File: config.mk
export PLATFORM = sky130hd
export DESIGN_NAME = tec_capture
export DESIGN_NICKNAME = d
export VERILOG_FILES = /design/src/tec_capture.sv /design/src/tec_fifo.sv
export SDC_FILE = /design/constraint.sdc
export NUM_CORES = 1
export LEC_CHECK = 0
export BUFFER_PORTS_ARGS = -buffer_cell sky130_fd_sc_hd__buf_2
export CORE_MARGIN = 5
export CORE_UTILIZATION = 60
export DETAILED_ROUTE_END_ITERATION = 6
export PLACE_DENSITY_LB_ADDON = 0.25
export SYNTH_ARGS = -nofsm -noshare
export SYNTH_HDL_FRONTEND = slang
export SYNTH_HIERARCHICAL = 1
export SYNTH_SLANG_ARGS = --single-unit
File: constraint.sdc
create_clock -name ref_clk -period 3.6 [get_ports ref_clk]
set_clock_uncertainty 0.15 [all_clocks]
set_input_delay 0.18 -clock ref_clk [delete_from_list [all_inputs] [get_ports ref_clk]]
set_output_delay 0.18 -clock ref_clk [all_outputs]
set_load 0.02 [all_outputs]
File: src/tec_capture.sv
`default_nettype none

// Overview of operation
// - No dedicated record for interrupt entry.
// - Return address push logged before vector fetch.
// - Acknowledge flag set in interrupted cycle.
// - Multi-cycle instruction finishes, then push, vector.
// - Log external, brown-out and watchdog resets; of resets rising together, only the first listed.
// - Log sleep entry in every sleep mode.
// - Time stamp keeps counting during sleep.
// - One sleep record per sleeping cycle without a reset rise.
package tec_pkg;
  timeunit 1ns;
  timeprecision 1ps;
  localparam int STAMP_W = 48;
  localparam int ADDR_W = 22;
  localparam int KIND_W = 3;
  localparam int BUF_DEPTH = 4;
  localparam logic [STAMP_W-1:0] STAMP_RST = 48'h0000_0000_0000;
  localparam logic [STAMP_W-1:0] STAMP_STEP = 48'h0000_0000_0001;
  // Record kinds; interrupt entry deliberately has no kind of its own.
  typedef enum logic [KIND_W-1:0] {
    TEC_K_EXEC = 3'h0,
    TEC_K_PUSH = 3'h1,
    TEC_K_SLEEP = 3'h2,
    TEC_K_RST_EXT = 3'h3,
    TEC_K_RST_BOD = 3'h4,
    TEC_K_RST_WDT = 3'h5
  } tec_kind_e;
endpackage : tec_pkg

////////////////////////////////////////////////////////////////////////////////
// Per-cycle trace capture: turns core execution state into buffered records.
module tec_capture import tec_pkg::*; #(
  parameter int DEPTH = BUF_DEPTH
) (
  // Clock and reset.
  input wire logic ref_clk,
  input wire logic sys_rst,
  // Trace enable from the host side, asynchronous to the core clock.
  input wire logic trace_en,
  // Per-cycle execution state from the emulated core.
  input wire logic core_valid,
  input wire logic [ADDR_W-1:0] core_addr,
  input wire logic interrupt_ack_flag,
  input wire logic core_push_pc,
  input wire logic core_sleep,
  input wire logic core_reset_ext,
  input wire logic brownout_detect_reset,
  input wire logic core_reset_wdt,
  output logic core_stall,
  // Trace buffer drain side.
  output logic rec_valid,
  output logic [STAMP_W-1:0] rec_stamp,
  output logic [ADDR_W-1:0] rec_addr,
  output tec_kind_e rec_kind,
  output logic rec_ia,
  input wire logic rec_ready,
  // Sticky flag: a record was lost because the buffer was stalled.
  output logic trace_drop
);
  timeunit 1ns;
  timeprecision 1ps;

  localparam int RW = STAMP_W + ADDR_W + KIND_W + 1;
  // Wide enough for the buffer's whole content plus the staged record.
  localparam int HW = $clog2(DEPTH + 3);

  typedef struct packed {
    logic en_s1;
    logic en_s2;
    logic [2:0] rst_prev;
    logic [STAMP_W-1:0] stamp;
    logic wr_valid;
    logic [RW-1:0] wr_data;
    logic stall;
    logic drop;
    logic irq_pend;
    logic [HW-1:0] held;
  } tec_cap_s;

  tec_cap_s s_r;
  tec_cap_s s_nxt;
  logic fifo_in_ready;
  logic accepted;
  logic ev;
  tec_kind_e ev_kind;
  logic [RW-1:0] fifo_out;
  logic [2:0] rst_now;

  // Reset levels of this cycle, status flags and record fields unpacked from the buffer output.
  assign rst_now = {core_reset_ext, brownout_detect_reset, core_reset_wdt};
  assign core_stall = s_r.stall;
  assign trace_drop = s_r.drop;
  assign rec_stamp = fifo_out[RW-1 -: STAMP_W];
  assign rec_addr = fifo_out[ADDR_W+KIND_W:KIND_W+1];
  assign rec_kind = tec_kind_e'(fifo_out[KIND_W:1]);
  assign rec_ia = fifo_out[0];

  ////////////////////////////////////////////////////////////////////////////////
  // Event selection and record build; resets take priority over sleep and execution.
  always_comb begin
    s_nxt = s_r;
    s_nxt.en_s1 = trace_en;
    s_nxt.en_s2 = s_r.en_s1;
    s_nxt.rst_prev = rst_now;
    s_nxt.stamp = s_r.stamp + STAMP_STEP;
    accepted = s_r.wr_valid && fifo_in_ready;
    ev = 1'b0;
    ev_kind = TEC_K_EXEC;
    if (s_r.en_s2) begin
      if (core_reset_ext && !s_r.rst_prev[2]) begin
        ev = 1'b1;
        ev_kind = TEC_K_RST_EXT;
      end else if (brownout_detect_reset && !s_r.rst_prev[1]) begin
        ev = 1'b1;
        ev_kind = TEC_K_RST_BOD;
      end else if (core_reset_wdt && !s_r.rst_prev[0]) begin
        ev = 1'b1;
        ev_kind = TEC_K_RST_WDT;
      end else if (core_sleep) begin
        ev = 1'b1;
        ev_kind = TEC_K_SLEEP;
      end else if (core_push_pc) begin
        ev = 1'b1;
        ev_kind = TEC_K_PUSH;
      end else if (core_valid) begin
        ev = 1'b1;
        ev_kind = TEC_K_EXEC;
      end
    end
    if (accepted) begin
      s_nxt.wr_valid = 1'b0;
    end
    // Records are written strictly in arrival order, so push precedes the vector.
    if (ev) begin
      if (!s_r.wr_valid || accepted) begin
        s_nxt.wr_valid = 1'b1;
        s_nxt.wr_data = {s_r.stamp, core_addr, ev_kind, interrupt_ack_flag};
      end else begin
        s_nxt.drop = 1'b1;
      end
    end
    // Interrupt window runs from the acknowledge until the return address push.
    if (interrupt_ack_flag) begin
      s_nxt.irq_pend = 1'b1;
    end else if (core_push_pc) begin
      s_nxt.irq_pend = 1'b0;
    end
    // Records held in the buffer, output stage included: up on entry, down when drained.
    s_nxt.held = s_r.held + HW'(accepted) - HW'(rec_valid && rec_ready);
    // Stall early: one more event may already be on its way before the core sees the request.
    s_nxt.stall = (HW'(s_nxt.wr_valid) + s_nxt.held) >= HW'(DEPTH);
  end

  // State register.
  always_ff @(posedge ref_clk) begin
    if (sys_rst) begin
      s_r <= '0;
      s_r.stamp <= STAMP_RST;
    end else begin
      s_r <= s_nxt;
    end
  end

  // Trace buffer.
  tec_fifo #(
    .WIDTH(RW),
    .DEPTH(DEPTH)
  ) u_buf (
    .ref_clk(ref_clk),
    .sys_rst(sys_rst),
    .in_valid(s_r.wr_valid),
    .in_data(s_r.wr_data),
    .in_ready(fifo_in_ready),
    .out_valid(rec_valid),
    .out_data(fifo_out),
    .out_ready(rec_ready)
  );
endmodule : tec_capture

`default_nettype wire

File: src/tec_fifo.sv
`default_nettype none

////////////////////////////////////////////////////////////////////////////////
// Record buffer with a registered output stage, so the drain side sees flops only.
module tec_fifo #(
  parameter int WIDTH = 8,
  parameter int DEPTH = 4
) (
  // Clock and reset.
  input wire logic ref_clk,
  input wire logic sys_rst,
  // Filling side.
  input wire logic in_valid,
  input wire logic [WIDTH-1:0] in_data,
  output logic in_ready,
  // Draining side.
  output logic out_valid,
  output logic [WIDTH-1:0] out_data,
  input wire logic out_ready
);
  timeunit 1ns;
  timeprecision 1ps;

  localparam int PW = (DEPTH > 1) ? $clog2(DEPTH) : 1;
  localparam int CW = $clog2(DEPTH + 1);
  localparam logic [CW-1:0] FULL_CNT = CW'(DEPTH);

  typedef struct packed {
    logic [DEPTH-1:0][WIDTH-1:0] mem;
    logic [PW-1:0] wp;
    logic [PW-1:0] rp;
    logic [CW-1:0] cnt;
    logic ov;
    logic [WIDTH-1:0] od;
  } tec_fifo_s;

  tec_fifo_s s_r;
  tec_fifo_s s_nxt;
  logic push;
  logic pop;

  // Ready on the filling side falls only when the store is full.
  assign in_ready = (s_r.cnt != FULL_CNT);
  assign out_valid = s_r.ov;
  assign out_data = s_r.od;

  // Store and forward; the output stage refills from a non-empty store when it is empty or taken.
  always_comb begin
    s_nxt = s_r;
    push = in_valid && in_ready;
    pop = (s_r.cnt != '0) && (!s_r.ov || out_ready);
    if (out_ready) begin
      s_nxt.ov = 1'b0;
    end
    if (pop) begin
      s_nxt.ov = 1'b1;
      s_nxt.od = s_r.mem[s_r.rp];
      s_nxt.rp = (s_r.rp == PW'(DEPTH - 1)) ? '0 : s_r.rp + 1'b1;
    end
    if (push) begin
      s_nxt.mem[s_r.wp] = in_data;
      s_nxt.wp = (s_r.wp == PW'(DEPTH - 1)) ? '0 : s_r.wp + 1'b1;
    end
    s_nxt.cnt = s_r.cnt + CW'(push) - CW'(pop);
  end

  // State register.
  always_ff @(posedge ref_clk) begin
    if (sys_rst) begin
      s_r <= '0;
    end else begin
      s_r <= s_nxt;
    end
  end
endmodule : tec_fifo

`default_nettype wire

==> results.py <==
metrics = {
    "pwr": {
        "ir_worst_vdd_v": 0.000458,
        "p_leak_nw": 10.1,
        "power.density_nw_per_um2": 532,
    },
    "final_layout": {
        "antenna_cells": 0,
        "layout-drive-gt1-share_pct": 15.4,
        "postLayoutCellArea_um2": 24300,
        "finish.net_count": 2107,
        "syn_to_final_growth_pct": 9.80,
        "final_cells": 2573,
    },
    "synthesis": {
        "synth_nets": 2103,
        "synth_ff_type": "dfxtp_1",
        "netlist_instances": 2058,
        "yosysWarnings": 6,
        "yosys.area.top_type": "dfxtp_1",
        "synth_common_cells": "511 x dfxtp_1, 375 x nand2b_1, 296 x mux2i_1",
        "syn_area_um2": 22100,
        "synth_edf_count": 0,
        "synth.most_common_cell": "dfxtp_1",
        "synthTopCellsByArea": "dfxtp_1 46%, mux2i_1 13%, nand2b_1 11%, mux4_2 7.5%, buf_4 3.0%",
        "async_flop_share_pct": 0,
        "synth.distinct_cells": 44,
        "ys_ff_latch": 511,
        "syn_avg_cell_area_um2": 10.8,
        "synth_top_area_share_pct": 46.2,
        "yosysSeqAreaShare_pct": 46.2,
    },
    "detailed_routing": {
        "firstDrtPassIters": 5,
        "routedWlPerCell_um": 17.9,
        "vias": 14351,
        "drtIter0Drc": 750,
        "ant_nets": 0,
        "routed_wl_mm": 46.0,
        "viasPerCell": 5.58,
        "drc": 0,
    },
    "cts": {
        "insertion_delay_ns": 0.59,
        "cts_tree": "done",
        "clock_path_buffers": 3,
        "cts_root_buffer": "clkbuf_16",
        "cts.sinks": 511,
        "h-tree-depth": 2,
        "numCtsBuffers": 52,
        "post-cts-setup-buffers": 0,
        "clkTransAtPathRegs_ns": 0.06,
    },
    "floorplan": {
        "start_util_pct": 60.6,
        "io_pins": 110,
        "placementRows": 70,
        "die_area_um2": 40800,
        "fp.dieH_um": 202,
        "die_w_um": 202,
        "core_um2": 36500,
    },
    "critical_path": {
        "cp-end-kind": "flop",
        "cp_max_fo": 15,
        "cp_data_required_time_ns": 3.97,
        "r2r_setup_slack_ns": 0.65,
        "crit_arrival_ns": 3.32,
        "worstSetupStartpointType": "flop",
        "path_class": "flop to flop",
    },
    "global_route": {
        "grt_pass1_wl_mm": 76.9,
        "grt_pass1_vias": 14802,
        "grt-busiest-layer": "met2",
        "grt_max_degree": 147,
        "gr-total-overflow": 0,
        "met3_usage_pct": 3.50,
        "groute.layer.met1.usage_pct": 30.0,
        "gr-usage-all-layers_pct": 22.5,
        "grt_use_met2_pct": 38.7,
        "antenna_found_initial": 0,
    },
    "placed_design": {
        "place_ws_ns": 0.854,
        "place_area_um2": 22200,
        "portBuffers": 109,
        "place_inst": 2442,
        "hpwl_mm": 27.6,
        "place_congestion": 0.779,
    },
    "timing": {
        "finalCritPeriodShare_pct": 81.9,
        "max_freq_mhz": 339,
        "tightest_slew_ns": 0.848,
        "fin_tns_setup_ns": 0,
        "setup_violations": 0,
        "min_period_ns": 2.95,
        "final_hold_viol_count": 0,
        "setup_slack_ns": 0.652,
        "grt_setup_unrepaired": "false",
        "slew-limit-headroom_pct": 43.4,
        "drv_slew": 0,
    },
    "hold_path": {
        "min_path_type": "primary input to flop",
    },
    "flow_run": {
        "max_cap_violations": 0,
    },
    "run_status": {
        "status": "completed",
    },
}
[sequential cells by signal, indices dropped and copies added, names as in the netlist]
| register | count |
|---|---|
| u_buf/out_valid | 1 |
| u_buf/out_data | 74 |
| s_nxt | 1 |
| trace_drop | 1 |
| u_buf/s_r | 303 |
| core_stall | 1 |
| s_r | 130 |
[path summary, 6_finish.rpt]
path              depth (start not counted)       end            from
setup / recovery                          9   s_r[26]   u_buf/s_r[77]
hold / removal                            3  s_r[131]  core_reset_ext
setup reg to reg                          9   s_r[26]   u_buf/s_r[77]
hold reg to reg                           1  s_r[132]      s_nxt[132]
[cells by family after synthesis]
kind of cell / Yosys count / share of synthesized area, %
buf+inv: 231 / 7.08
compound gates: 166 / 5.08
mux: 374 / 21.1
flops: 511 / 46.2
simple gates: 718 / 17.9
fa+ha+maj: 12 / 0.746
xor+xnor: 46 / 1.82
[placed cells by master, fill, tap and decap left out, types with 12 or more instances in the layout]
cell type,count
nor2b_1,19
buf_2,108
dlygate4sd3_1,34
a21oi_1,80
mux2i_1,296
nand2_1,158
nor2_1,65
clkbuf_16,53
nand4_1,17
nand2b_1,375
buf_4,16
xnor2_1,22
buf_12,13
dfxtp_1,509
xor2_1,24
a22o_1,74
clkbuf_8,18
nand3_1,24
mux4_2,74
clkinv_2,12
[through the flow]
stage | util (%) | hold slack [ns] | total power (W)
floorplan | - | 0.158 | 0.00709
global placement | 60.7 | 0.251 | 0.00749
detailed placement | 60.7 | 0.259 | 0.00751
CTS | 66.5 | 0.169 | 0.0131
global route | 66.5 | 0.220 | 0.0134
finish | 66.5 | 0.214 | 0.0129
[worst max-delay path, cell delays in order (launching register included)]
cell and delay [ns]:
dfxtp_1 0.37, or3b_1 0.36, buf_4 0.20, nand2b_1 0.18
nand2_1 0.16, a21o_2 0.36, buf_4 0.30, nand2_1 0.08
a21oi_1 0.15, dlygate4sd3_1 0.56
[final cells by class]
cell class,instances,area (um^2)
Tap cell,468,586
Inverter,9,33.8
Multi-Input combinational cell,1316,10400
Clock buffer,79,1600
Sequential cell,511,10200
Clock inverter,18,176
Timing Repair Buffer,172,1280
Fill cell,2759,12200
[report_power, final]
part           switching [W]  total, W  internal [W]
logic               0.000873   0.00150      0.000625
registers           0.000176   0.00590       0.00573
clock network        0.00223   0.00552       0.00329
total                0.00328    0.0129       0.00964
[per-layer routing]
metal	vias to the layer above	part of all wire, %
li1	6987	-
met1	7096	46
met2	213	49
met3	55	3.4
met4	0	1.8
met5	-	0
[what timing repair did]
item | 4_1_cts | 5_1_grt
resized for setup | 0 | 0
hold endpoints to repair | 61 | 0
endpoints found under the setup margin | 0 | 0
hold buffers | 34 | 0
Note: power is estimated with default switching activity, not from simulation.
